===== src/pmu_alarm_pkg.sv =====
// Shared constants and the sticky flag bank for the alarm and mode-pin block
`timescale 1ns/100ps
package pmu_alarm_pkg;
  // ****************************************
  // Sizes
  // ****************************************
  localparam int          NUM_CH        = 4;
  localparam int          ADDR_W        = 8;
  localparam int          TEMP_W        = 8;
  // ****************************************
  // Register byte offsets
  // ****************************************
  localparam logic [7:0]  ADDR_SYSCTRL  = 8'h00;
  localparam logic [7:0]  ADDR_THRESH   = 8'h04;
  localparam logic [7:0]  ADDR_STATUS   = 8'h08;
  localparam logic [7:0]  ADDR_PMU0     = 8'h10;
  localparam logic [7:0]  ADDR_PMU_LAST = 8'h1C;
  // ****************************************
  // System control fields and reset values
  // ****************************************
  localparam int          CTL_CG_EN     = 0;
  localparam int          CTL_CG_LATCH  = 1;
  localparam int          CTL_GUARD_EN  = 2;
  localparam int          CTL_CLAMP_EN  = 3;
  localparam int          CTL_CMP_KEEP  = 4;
  localparam int          CTL_GND_LSB   = 8;
  localparam logic [15:0] CTL_RESET     = 16'h0000;
  localparam logic [15:0] PMU_RESET     = 16'h0000;
  localparam int          PMU_CLEAR_BIT = 6;
  localparam logic [7:0]  TEMP_DEFAULT  = 8'h82;
  // ****************************************
  // Status layout: temp pair, then four bits per channel
  // ****************************************
  localparam int          ST_TEMP_STICKY = 0;
  localparam int          ST_TEMP_LIVE   = 1;
  localparam int          ST_CH_LSB      = 2;
  localparam int          ST_W           = 18;
  // ****************************************
  // Bus responses
  // ****************************************
  localparam logic [1:0]  RESP_OKAY     = 2'h0;
  localparam logic [1:0]  RESP_SLVERR   = 2'h2;
endpackage : pmu_alarm_pkg

module sticky_flags #(
  parameter int W = 1
) (
  input  wire logic         mclk,
  input  wire logic         resetn,
  input  wire logic [W-1:0] set,
  input  wire logic         clear,
  output logic      [W-1:0] flags
);
  logic [W-1:0] next_flags;

  // Set beats clear so an event in the clear cycle is kept
  always_comb begin
    next_flags = (flags & {W{~clear}}) | set;
  end

  // ****************************************
  // Flag storage
  // ****************************************
  always_ff @(posedge mclk) begin
    if (!resetn) begin
      flags <= '0;
    end else begin
      flags <= next_flags;
    end
  end
endmodule : sticky_flags


===== src/pmu_alarm.sv =====
// Alarm pins, mode pins and register slave of the quad measurement unit
// Contract
// - Low reset level returns every state element to its power-on value.
// - Over-temperature output pulls low and stays low once threshold (130C default) exceeded.
// - Status holds a sticky and a live over-temperature flag.
// - Writing bit 6 in any channel register releases the temperature latch.
// - Guard/clamp output stays disabled after reset until software enables it.
// - System control enables guard/clamp output and picks latched or live behaviour.
// - Only software-selected sources, guard, clamp or both, drive that output.
// - Each channel reports latched and live flags per alarm source.
// - Interface select low means SPI, high means LVDS; board straps it.
// - In LVDS mode comparator pins default to serial interface pins.
// - Shared low sense by default; each channel may use its own guard pin.
// - Guard pin is guard input at power-on; as sense, guard takes high sense.
//
// The AXI4-Lite interface to the registers and the placing of the registers were chosen for this implementation.
`timescale 1ns/100ps
module pmu_alarm
  import pmu_alarm_pkg::*;
(
  input  wire logic              mclk,
  input  wire logic              resetn,
  input  wire logic [ADDR_W-1:0] awaddr,
  input  wire logic              awvalid,
  output logic                   awready,
  input  wire logic [31:0]       wdata,
  input  wire logic [3:0]        wstrb,
  input  wire logic              wvalid,
  output logic                   wready,
  output logic [1:0]             bresp,
  output logic                   bvalid,
  input  wire logic              bready,
  input  wire logic [ADDR_W-1:0] araddr,
  input  wire logic              arvalid,
  output logic                   arready,
  output logic [31:0]            rdata,
  output logic [1:0]             rresp,
  output logic                   rvalid,
  input  wire logic              rready,
  input  wire logic [TEMP_W-1:0] temp_code,
  input  wire logic [NUM_CH-1:0] guard_fault,
  input  wire logic [NUM_CH-1:0] clamp_fault,
  input  wire logic              serial_mode_select,
  input  wire logic [NUM_CH-1:0] comparator_high_raw,
  input  wire logic [NUM_CH-1:0] comparator_low_raw,
  output logic                   overtemp_alarm_out_o,
  output logic                   overtemp_alarm_out_oe,
  output logic                   guard_clamp_alarm_out_o,
  output logic                   guard_clamp_alarm_out_oe,
  output logic                   lvds_mode,
  output logic                   comparator_pins_serial,
  output logic [NUM_CH-1:0]      comparator_high_out,
  output logic [NUM_CH-1:0]      comparator_low_out,
  output logic [NUM_CH-1:0]      ground_sense_sel,
  output logic [NUM_CH-1:0]      guard_from_high_sense
);
  // ****************************************
  // Decoding helpers
  // ****************************************
  // Any of the four channel registers
  function automatic logic is_pmu_addr(input logic [ADDR_W-1:0] a);
    return (a >= ADDR_PMU0) && (a <= ADDR_PMU_LAST) && (a[1:0] == 2'h0);
  endfunction : is_pmu_addr

  // Byte-lane merge of a 16-bit register
  function automatic logic [15:0] merge16(input logic [15:0] old, input logic [31:0] d,
                                          input logic [3:0] s);
    return {s[1] ? d[15:8] : old[15:8], s[0] ? d[7:0] : old[7:0]};
  endfunction : merge16

  // ****************************************
  // Pin synchronisers
  // ****************************************
  localparam int SW = 4 * NUM_CH + 1;
  logic [SW-1:0] pin_meta;
  logic [SW-1:0] pin_sync;
  logic [NUM_CH-1:0] guard_live, clamp_live;
  logic [NUM_CH-1:0] cmp_high_s, cmp_low_s;

  // Two flops on every pin input; only stage two is read
  always_ff @(posedge mclk) begin
    if (!resetn) begin
      pin_meta <= '0;
      pin_sync <= '0;
    end else begin
      pin_meta <= {serial_mode_select, comparator_low_raw, comparator_high_raw,
                   clamp_fault, guard_fault};
      pin_sync <= pin_meta;
    end
  end

  assign guard_live = pin_sync[NUM_CH-1:0];
  assign clamp_live = pin_sync[2*NUM_CH-1:NUM_CH];
  assign cmp_high_s = pin_sync[3*NUM_CH-1:2*NUM_CH];
  assign cmp_low_s  = pin_sync[4*NUM_CH-1:3*NUM_CH];

  // ****************************************
  // AXI4-Lite slave
  // ****************************************
  logic              aw_held, next_aw_held;
  logic              w_held, next_w_held;
  logic [ADDR_W-1:0] aw_addr, next_aw_addr;
  logic [31:0]       w_data, next_w_data;
  logic [3:0]        w_strb, next_w_strb;
  logic [1:0]        next_bresp;
  logic              next_bvalid;
  logic [31:0]       next_rdata;
  logic [1:0]        next_rresp;
  logic              next_rvalid;
  logic              have_aw, have_w, do_write;
  logic [ADDR_W-1:0] wr_addr;
  logic [31:0]       wr_data;
  logic [3:0]        wr_strb;
  logic [15:0]       sysctrl, next_sysctrl;
  logic [TEMP_W-1:0] thresh, next_thresh;
  logic [15:0]       pmu_reg [NUM_CH];
  logic [15:0]       next_pmu_reg [NUM_CH];
  logic              clear_hit;
  logic [ST_W-1:0]   status_vec;

  // Handshake readies, held off while a response is pending
  assign awready = !aw_held && !bvalid;
  assign wready  = !w_held && !bvalid;
  assign arready = !rvalid;

  // Address and data may arrive in either order
  assign have_aw  = aw_held || (awvalid && awready);
  assign have_w   = w_held || (wvalid && wready);
  assign do_write = have_aw && have_w && !bvalid;
  assign wr_addr  = aw_held ? aw_addr : awaddr;
  assign wr_data  = w_held ? w_data : wdata;
  assign wr_strb  = w_held ? w_strb : wstrb;

  // Clear strobe: low byte written with bit 6 set in a channel register
  assign clear_hit = do_write && is_pmu_addr(wr_addr) && wr_strb[0]
                     && wr_data[PMU_CLEAR_BIT];

  // Write side and register file next state
  always_comb begin
    next_aw_held = aw_held;
    next_w_held  = w_held;
    next_aw_addr = aw_addr;
    next_w_data  = w_data;
    next_w_strb  = w_strb;
    next_bresp   = bresp;
    next_bvalid  = bvalid && !bready;
    next_sysctrl = sysctrl;
    next_thresh  = thresh;
    for (int c = 0; c < NUM_CH; c++) begin
      next_pmu_reg[c] = pmu_reg[c];
    end
    if (awvalid && awready) begin
      next_aw_held = 1'b1;
      next_aw_addr = awaddr;
    end
    if (wvalid && wready) begin
      next_w_held = 1'b1;
      next_w_data = wdata;
      next_w_strb = wstrb;
    end
    if (do_write) begin
      next_aw_held = 1'b0;
      next_w_held  = 1'b0;
      next_bvalid  = 1'b1;
      next_bresp   = RESP_OKAY;
      if (wr_addr == ADDR_SYSCTRL) begin
        next_sysctrl = merge16(sysctrl, wr_data, wr_strb);
      end else if (wr_addr == ADDR_THRESH) begin
        if (wr_strb[0]) begin
          next_thresh = wr_data[TEMP_W-1:0];
        end
      end else if (is_pmu_addr(wr_addr)) begin
        // Clear bit is a strobe and is never stored
        for (int c = 0; c < NUM_CH; c++) begin
          if (wr_addr[4:2] == 3'(c + 4)) begin
            next_pmu_reg[c] = merge16(pmu_reg[c], wr_data, wr_strb)
                              & ~(16'h0001 << PMU_CLEAR_BIT);
          end
        end
      end else if (wr_addr != ADDR_STATUS) begin
        next_bresp = RESP_SLVERR;
      end
    end
  end

  // Read side; data is captured when the address is taken
  always_comb begin
    next_rvalid = rvalid && !rready;
    next_rdata  = rdata;
    next_rresp  = rresp;
    if (arvalid && arready) begin
      next_rvalid = 1'b1;
      next_rresp  = RESP_OKAY;
      next_rdata  = 32'h0000_0000;
      if (araddr == ADDR_SYSCTRL) begin
        next_rdata = {16'h0000, sysctrl};
      end else if (araddr == ADDR_THRESH) begin
        next_rdata = {24'h00_0000, thresh};
      end else if (araddr == ADDR_STATUS) begin
        next_rdata = {{(32-ST_W){1'b0}}, status_vec};
      end else if (is_pmu_addr(araddr)) begin
        next_rdata = {16'h0000, pmu_reg[araddr[3:2]]};
      end else begin
        next_rresp = RESP_SLVERR;
      end
    end
  end

  // Every bus and register flop returns to its power-on value
  always_ff @(posedge mclk) begin
    if (!resetn) begin
      aw_held <= 1'b0;
      w_held  <= 1'b0;
      aw_addr <= '0;
      w_data  <= 32'h0000_0000;
      w_strb  <= 4'h0;
      bresp   <= RESP_OKAY;
      bvalid  <= 1'b0;
      rdata   <= 32'h0000_0000;
      rresp   <= RESP_OKAY;
      rvalid  <= 1'b0;
      sysctrl <= CTL_RESET;
      thresh  <= TEMP_DEFAULT;
      for (int c = 0; c < NUM_CH; c++) begin
        pmu_reg[c] <= PMU_RESET;
      end
    end else begin
      aw_held <= next_aw_held;
      w_held  <= next_w_held;
      aw_addr <= next_aw_addr;
      w_data  <= next_w_data;
      w_strb  <= next_w_strb;
      bresp   <= next_bresp;
      bvalid  <= next_bvalid;
      rdata   <= next_rdata;
      rresp   <= next_rresp;
      rvalid  <= next_rvalid;
      sysctrl <= next_sysctrl;
      thresh  <= next_thresh;
      for (int c = 0; c < NUM_CH; c++) begin
        pmu_reg[c] <= next_pmu_reg[c];
      end
    end
  end

  // ****************************************
  // Alarm flags
  // ****************************************
  logic              over_live;
  logic              temp_sticky;
  logic [NUM_CH-1:0] guard_sticky;
  logic [NUM_CH-1:0] clamp_sticky;
  logic              cg_enable, cg_latch, cg_guard_en, cg_clamp_en;
  logic              cg_sel_live, cg_sel_sticky;
  logic              cg_drive, next_cg_drive;
  logic [NUM_CH-1:0] next_cmp_high, next_cmp_low;
  logic              next_pins_serial;

  // Strictly above the threshold counts as exceeding it
  assign over_live = temp_code > thresh;

  sticky_flags #(
    .W (1 + 2 * NUM_CH)
  ) i_sticky_flags (
    .mclk   (mclk),
    .resetn (resetn),
    .set    ({clamp_live, guard_live, over_live}),
    .clear  (clear_hit),
    .flags  ({clamp_sticky, guard_sticky, temp_sticky})
  );

  // Status word packs one latched and one live flag per source
  always_comb begin
    status_vec = '0;
    status_vec[ST_TEMP_STICKY] = temp_sticky;
    status_vec[ST_TEMP_LIVE]   = over_live;
    for (int c = 0; c < NUM_CH; c++) begin
      status_vec[ST_CH_LSB + 4*c]     = guard_sticky[c];
      status_vec[ST_CH_LSB + 4*c + 1] = guard_live[c];
      status_vec[ST_CH_LSB + 4*c + 2] = clamp_sticky[c];
      status_vec[ST_CH_LSB + 4*c + 3] = clamp_live[c];
    end
  end

  assign cg_enable   = sysctrl[CTL_CG_EN];
  assign cg_latch    = sysctrl[CTL_CG_LATCH];
  assign cg_guard_en = sysctrl[CTL_GUARD_EN];
  assign cg_clamp_en = sysctrl[CTL_CLAMP_EN];

  // Only the selected sources reach the shared pin
  assign cg_sel_live   = (cg_guard_en && |guard_live)
                         || (cg_clamp_en && |clamp_live);
  assign cg_sel_sticky = (cg_guard_en && |guard_sticky)
                         || (cg_clamp_en && |clamp_sticky);

  // Pin drive and comparator pin routing
  always_comb begin
    next_cg_drive    = cg_enable && (cg_latch ? cg_sel_sticky : cg_sel_live);
    next_pins_serial = lvds_mode && !sysctrl[CTL_CMP_KEEP];
    next_cmp_high    = next_pins_serial ? '0 : cmp_high_s;
    next_cmp_low     = next_pins_serial ? '0 : cmp_low_s;
  end

  always_ff @(posedge mclk) begin
    if (!resetn) begin
      cg_drive               <= 1'b0;
      comparator_pins_serial <= 1'b0;
      comparator_high_out    <= '0;
      comparator_low_out     <= '0;
    end else begin
      cg_drive               <= next_cg_drive;
      comparator_pins_serial <= next_pins_serial;
      comparator_high_out    <= next_cmp_high;
      comparator_low_out     <= next_cmp_low;
    end
  end

  // ****************************************
  // Pins
  // ****************************************
  // Open drain: data fixed low, the enable does the signalling
  assign overtemp_alarm_out_o     = 1'b0;
  assign overtemp_alarm_out_oe    = temp_sticky;
  assign guard_clamp_alarm_out_o  = 1'b0;
  assign guard_clamp_alarm_out_oe = cg_drive;
  // Strap is synchronised; board must hold it steady
  assign lvds_mode                = pin_sync[SW-1];
  assign ground_sense_sel         = sysctrl[CTL_GND_LSB +: NUM_CH];
  assign guard_from_high_sense    = sysctrl[CTL_GND_LSB +: NUM_CH];
endmodule : pmu_alarm


===== config.mk =====
export PLATFORM = sky130hd
export DESIGN_NAME = pmu_alarm
export DESIGN_NICKNAME = d
export VERILOG_FILES = /design/src/pmu_alarm_pkg.sv /design/src/pmu_alarm.sv
export SDC_FILE = /design/constraint.sdc
export NUM_CORES = 1
export LEC_CHECK = 0
export BUFFER_PORTS_ARGS = -buffer_cell sky130_fd_sc_hd__buf_2
export CAP_MARGIN = 10
export CORE_MARGIN = 2
export CORE_UTILIZATION = 62
export CTS_BUF_LIST = sky130_fd_sc_hd__clkbuf_2 sky130_fd_sc_hd__clkbuf_4 sky130_fd_sc_hd__clkbuf_8
export DETAILED_ROUTE_END_ITERATION = 8
export GPL_ROUTABILITY_DRIVEN = 1
export PLACE_DENSITY_LB_ADDON = 0.08
export SLEW_MARGIN = 20
export SYNTH_ARGS = -nofsm -noshare
export SYNTH_HDL_FRONTEND = slang
export SYNTH_SLANG_ARGS = --single-unit

===== constraint.sdc =====
create_clock -name mclk -period 2.5 [get_ports mclk]
set_input_delay 0.125 -clock mclk [delete_from_list [all_inputs] [get_ports mclk]]
set_output_delay 0.125 -clock mclk [all_outputs]
set_load 0.1 [all_outputs]

; Word level (Yosys, flattened, before mapping)
; Memories as Yosys holds them, arrays and structs flattened.
; Cells that the tools add are included.
[word_totals]
reg_bits = 143
latch_bits = 0
ram_bits = 64
mem_bits_ro = 0
inputBits = 84
memories = 1
[classes]
addsub = 0
multipliers = 0
div = 0
n_lt_le_gt_ge = 5
n_eq_ne = 8
n_shift = 0
muxes = 40
bitwise_logic = 9
reduce_logical = 46
[mem_list]
columns = memory, depth, word_bits, rd, rd_clocked_by_memory_dff, write_ports, line_no
row1 = pmu_reg, 4, 16, 5, 0, 4, pmu_alarm.sv:116  ; logic [15:0] pmu_reg [NUM_CH];
[op_table]
columns = op, count
row1 = $mux W64, 4
row2 = $mux W16, 10
row3 = $mux W8, 9
row4 = $mux W18, 3
row5 = $logic_and A1 B1 Y1, 22
row6 = $mux W2, 9
row7 = $eq A8 B3 Y1 const B, 2
row8 = $ge A8 B5 Y1 const B, 2
row9 = $le A8 B5 Y1 const B, 2
row10 = $logic_not A8 Y1, 2
row11 = $reduce_or A4 Y1, 4
row12 = $eq A3 B3 Y1 const B, 4
row13 = $and A9 B9 Y9, 1
row14 = $or A9 B9 Y9, 1
row15 = $eq A8 B4 Y1 const B, 1
row16 = $gt A8 B8 Y1, 1
row17 = $ne A8 B4 Y1 const B, 1
row18 = $logic_not A1 Y1, 7
row19 = $reduce_and A3 Y1, 2
row20 = $mux W1, 5
row21 = $logic_not A2 Y1, 2
row22 = $logic_or A1 B1 Y1, 4
row23 = $or A1 B1 Y1, 4
row24 = $reduce_and A4 Y1, 1
row25 = 2 further kinds, 5

; Logic depth before layout (Yosys ltp)
[logic_depth]
depth_word = 12
mapped_depth = 7
ltp_nobuf = 7

; Modules after synthesis
; Synthesis repeated with hierarchy kept, for this count alone.
[hier_totals]
cells_unflattened = 823
hier_area_um2 = 7860.0
[modules_own_cells]
columns = module, instances, cells_each, area_per_inst_um2
row1 = pmu_alarm, 1, 795, 7551.0
row2 = sticky_flags, 1, 28, 309.0

; Worst setup path after synthesis
; No wires, ideal clock.
[synth_path]
kind = register to register
start = register bvalid
end = register w_data[10]
t_arrival_ns = 3.021
t_required_ns = 2.368
setup_slack_ns = -0.653
stages_incl_launch_ff = 6
path_buffers = 1
cell_sequence = dfxtp_1 nor2_1 nand2_1 clkbuf_1 nand2_1 a21oi_1
[synth_between]
elab_chain_len = 3
[synth_lines]
columns = element, line_no
row1 = "start, declared", pmu_alarm.sv:31  ; output logic bvalid,
row2 = "start signal, assigned", pmu_alarm.sv:234  ; bvalid <= next_bvalid;
row3 = $logic_not A1 Y1, pmu_alarm.sv:123  ; assign wready = !w_held && !bvalid;
row4 = $logic_and A1 B1 Y1, pmu_alarm.sv:123
row5 = net wready, pmu_alarm.sv:29  ; output logic wready,
row6 = $logic_and A1 B1 Y1, pmu_alarm.sv:156  ; if (wvalid && wready) begin
row7 = "end signal, assigned", pmu_alarm.sv:231  ; w_data <= next_w_data;
row8 = "end, declared", pmu_alarm.sv:103  ; logic [31:0] w_data, next_w_data;
; The timed path passes the listed nets, and every way through them passes these cells.
; A chain may end at the register's enable or synchronous reset.

; Worst setup path after layout
[layout_path]
start = register aw_held
end = register sysctrl[6]
[layout_between]
elab_chain_len = 7
elab_cells_between_ends = 9
classes_between = mux: 1 / reduce/logical: 8
[layout_lines]
columns = element, line_no
row1 = "start, declared", pmu_alarm.sv:100  ; logic aw_held, next_aw_held;
row2 = "start signal, assigned", pmu_alarm.sv:228  ; aw_held <= next_aw_held;
row3 = $logic_not A1 Y1, pmu_alarm.sv:122  ; assign awready = !aw_held && !bvalid;
row4 = $logic_and A1 B1 Y1, pmu_alarm.sv:122
row5 = $logic_and A1 B1 Y1, pmu_alarm.sv:127  ; assign have_aw = aw_held || (awvalid && awready);
row6 = $logic_or A1 B1 Y1, pmu_alarm.sv:127
row7 = $logic_and A1 B1 Y1 (2 in series), pmu_alarm.sv:129  ; assign do_write = have_aw && have_w && !bvalid;
row8 = $reduce_and A3 Y1 (no line) *, --
row9 = "end signal, assigned", pmu_alarm.sv:238  ; sysctrl <= next_sysctrl;
row10 = "end, declared", pmu_alarm.sv:114  ; logic [15:0] sysctrl, next_sysctrl;
; Mark *: on every way between the ends. The rest lies on a longest branch, timed or not.

==> results.env <==
FINAL_MAX_SLEW_VIOL_COUNT=0
WORST_HOLD_SLACK_NS=0.140
MAXSLEWHEADROOM_PCT=56.3
TIMING_HOLD_VIOLATIONS_FINAL=0
DP.FINAL_HPWL_UM=12700
MAXIMUM_NUMBER_OF_PINS_ON_ONE_NET_BEFORE_GLOBAL_ROUTE_REPAIR=101
TOTALNEGATIVESETUPSLACK_NS=0
FLOORPLAN.INITIALDENSITY_PCT=62.7
LAYOUT_MIN_CYCLE_TIME_NS=2.20
GR_UTIL_ALL_LAYERS_PCT=28.0
CTS.HTREE.LEVELS=4
YS_FF_LATCH=187
POST_CTS_SETUP_BUFS=0
DATA_ARRIVAL_TIME_OF_THE_WORST_PATH_NS=2.52
RSZ0062_AT_GRT='false'
GRT_REMAINING_OVERFLOW=0
ROUTE.VIAS.TOTAL=6360
DESIGN.FINAL.NETS=1061
CRIT_START='aw_held'
LARGEST_REG_FLOPS=60
FP-ROW-COUNT=41
TIMING.CRITICAL_PATH.TO='sysctrl[6]'
DIEHEIGHT_UM=117
DRIVE_GT1_SHARE_PCT=20.8
CELLLEAKAGEPOWER_nW=3.99
MEAN_SYN_CELL_AREA_UM2=9.37
SYNTH_SEQ_AREA_SHARE_PCT=47.7
SYNTHESIS.YOSYS.WARNINGS=0
TRITONCTS='built'
SETUP_VIOLATIONS=0
POSTSYNTHCELLCOUNT=838
DRT_ITER0_DRC=400
ENDPOINT_KIND='register'
CLK_PIN_SLEW_NS=0.09
WORSTREG2REGEND='sysctrl[6]'
CRITICAL_PATH.STARTPOINT_TYPE='register'
SYNTHDISTINCTLIBCELLS=51
REGTOREGSTARTPOINT='aw_held'
AREA_DELTA_SYNTH_FINAL_PCT=17.7
NUMBER_OF_BUFFERS_CREATED_BY_CTS=17
ROUTABILITYCONGESTION=0.830
GRT_PASS1_VIAS=6124
DRT-VIAS-PER-INSTANCE=5.52
TIMING.SETUP.CRITICAL_PATH_CLASS='reg2reg'
POWER_PER_CELL_AREA_nW_PER_UM2=635
MAX_CAP_VIOLATIONS=0
DIEAREA_UM2=13600
FINAL.FILL_COUNT=939
DR.PASS1.ITERS=5
PERIOD_SHARE_PCT=88.0
TIMING.CRITICAL_PATH.REQUIRED_NS=2.82
NUMBER_OF_PLACED_CELLS_COUNTING_WELL_TAPS=1072
DIE_WIDTH_UM=117
CORE_AREA_UM2=12500
TIGHTESTPINTRANSITION_NS=0.655
LAYOUT.CELLS.NON_FILLER=1153
CLOCK-SKEW-FINAL_NS=0.0124
ROUTE.DETAILED.DRC=0
ROOT_BUFFER_CELL='sky130_fd_sc_hd__clkbuf_8'
PLACE.PORT_BUFFERS=110
TOTALWIRELENGTH_UM=18500
POWER.TOTAL_mW=5.88
TOP_LEVEL_PORTS=147
FMAX_MHz=455
WL_CELL_UM=16.0
IR_WORST_VDD_uV=374
ANTENNA_VIOLATING_NETS_POST_ROUTE=0
WORSTREGTOREGCELLS=5
CLKSINKCOUNT=187
CTS_MAX_PATH_BUFFERS=2
GRT_FIRST_PASS_WIRELENGTH_UM=29500
GRT_ANTENNA_BEFORE_REPAIR=0
CLOCK_INSERTION_DELAY_WORST_SKEW_NS=0.47
PATH_MAX_FANOUT=16
ANTENNA_CELLS_INSERTED=0
RUN_STATUS='finished, final reports clean'
WORST-R2R-SETUP-SLACK_NS=0.30
NETLIST_AREA_UM2=7850
WORST_HOLD_PATH_TYPE='in2reg'
FINAL_CORE_UTIL_PCT=73.9
-- cell type report --
| type | count | area, µm² | area share (%) |
|---|---|---|---|
| clock buffers | 20 | 263 | 2.84 |
| clock inverters | 11 | 113 | 1.22 |
| inverters | 17 | 63.8 | 0.690 |
| multi-input cells | 577 | 3720 | 40.2 |
| flip-flops and latches | 187 | 3740 | 40.5 |
| well taps | 172 | 215 | 2.33 |
| repair buffers | 169 | 1130 | 12.3 |
-- how the worst min path moves through the flow --
stage               slack (ns)           to  depth (start not counted)      startpoint
finish                    0.14   aw_addr[4]                          4         awvalid
global route              0.16   aw_addr[3]                          4         awvalid
CTS                       0.10   aw_addr[2]                          4         awvalid
detailed placement        0.34  pin_meta[5]                          2  clamp_fault[1]
global placement          0.33  pin_meta[5]                          2  clamp_fault[1]
floorplan                 0.25  pin_meta[0]                          1  guard_fault[0]
-- critical path: stages, from the launching register on --
cell,delay (ns)
sky130_fd_sc_hd__dfxtp_1,0.62
sky130_fd_sc_hd__nor4b_1,0.32
sky130_fd_sc_hd__a22o_2,0.29
sky130_fd_sc_hd__nand4_1,0.47
sky130_fd_sc_hd__nand3_1,0.24
sky130_fd_sc_hd__o21ai_0,0.11
-- report_power, final --
part / leakage [nW] / switching (mW) / internal (mW)
registers: 1.52 / 0.0567 / 3.06
clock network: 0.190 / 1.06 / 0.849
logic: 2.28 / 0.588 / 0.260
total: 3.99 / 1.71 / 4.17
-- cell usage in the layout, fill, tap and decap left out, types with 16 or more instances in the layout --
| cell | Yosys | layout |
|---|---|---|
| sky130_fd_sc_hd__nand2_1 | 161 | 161 |
| sky130_fd_sc_hd__o21ai_0 | 43 | 43 |
| sky130_fd_sc_hd__nor2_1 | 31 | 29 |
| sky130_fd_sc_hd__dfxtp_1 | 187 | 187 |
| sky130_fd_sc_hd__and2_1 | 44 | 44 |
| sky130_fd_sc_hd__clkbuf_8 | 0 | 18 |
| sky130_fd_sc_hd__dlygate4sd3_1 | 0 | 50 |
| sky130_fd_sc_hd__mux2i_1 | 66 | 66 |
| sky130_fd_sc_hd__nand3_1 | 27 | 27 |
| sky130_fd_sc_hd__a21oi_1 | 54 | 54 |
| sky130_fd_sc_hd__buf_2 | 11 | 109 |
| sky130_fd_sc_hd__conb_1 | 1 | 18 |
| sky130_fd_sc_hd__mux2_2 | 25 | 25 |
| sky130_fd_sc_hd__inv_1 | 16 | 16 |
-- synthesized netlist by cell type, drive strengths merged --
| cell | n | area (µm²) |
|---|---|---|
| o211a | 1 | 10.0 |
| a41oi | 1 | 16.3 |
| buf | 41 | 280 |
| and2 | 44 | 275 |
| or4 | 2 | 15.0 |
| nor2b | 4 | 25.0 |
| mux2 | 25 | 282 |
| nor4b | 2 | 23.8 |
| o32ai | 4 | 42.6 |
| o211ai | 2 | 15.0 |
| a221o | 1 | 10.0 |
| nor4 | 4 | 25.0 |
| nand4 | 7 | 43.8 |
| o22a | 1 | 8.76 |
| dfxtp | 187 | 3740 |
| inv | 16 | 60.1 |
| mux2i | 66 | 661 |
| a211oi | 4 | 30.0 |
| nand2 | 168 | 648 |
| mux4 | 14 | 315 |
| a21oi | 54 | 270 |
| clkbuf | 33 | 124 |
| nor3b | 1 | 7.51 |
| conb | 1 | 3.75 |
| nand3 | 27 | 135 |
| a22o | 9 | 80.1 |
| a21o | 1 | 7.51 |
| o22ai | 3 | 18.8 |
| a31oi | 1 | 6.26 |
| o21a | 3 | 22.5 |
| o2111ai | 1 | 8.76 |
| clkinv | 1 | 3.75 |
| a211o | 1 | 8.76 |
| nand2b | 4 | 25.0 |
| ha | 8 | 100 |
| o31ai | 2 | 15.0 |
| o21ai | 43 | 215 |
| nor3 | 4 | 31.3 |
| a22oi | 9 | 67.6 |
| o41ai | 3 | 26.3 |
| nor2 | 32 | 128 |
| and3 | 3 | 18.8 |
-- timing repair --
action                                  CTS  global route
hold endpoints to repair                 52             0
endpoints found under the setup margin    0             0
resized for setup                         0             0
hold buffers                             50             0
-- through the flow --
| stage | setup WS, ns | cell area, µm² |
|---|---|---|
| floorplan | 0.0635 | 7930 |
| global placement | 0.447 | 8370 |
| detailed placement | 0.302 | 8370 |
| CTS | 0.293 | 9250 |
| global route | 0.137 | 9250 |
| finish | 0.301 | 9250 |
-- cell families after synthesis --
kind of cell | Yosys count | share of synthesized area (%)
buf+inv | 91 | 5.96
flops | 187 | 47.7
other cells | 1 | 0.0477
fa+ha+maj | 8 | 1.27
compound gates | 144 | 11.2
mux | 105 | 16.0
simple gates | 302 | 17.8
-- layer usage --
layer | part of all wire (%) | wire [µm] | global-route usage, %
met1 | 44 | 8200 | 36.2
met2 | 47 | 8760 | 46.4
met3 | 5.6 | 1040 | 5.40
met4 | 2.6 | 476 | 11.7
met5 | 0 | 0 | 0
Note: power is estimated with default switching activity, not from simulation.
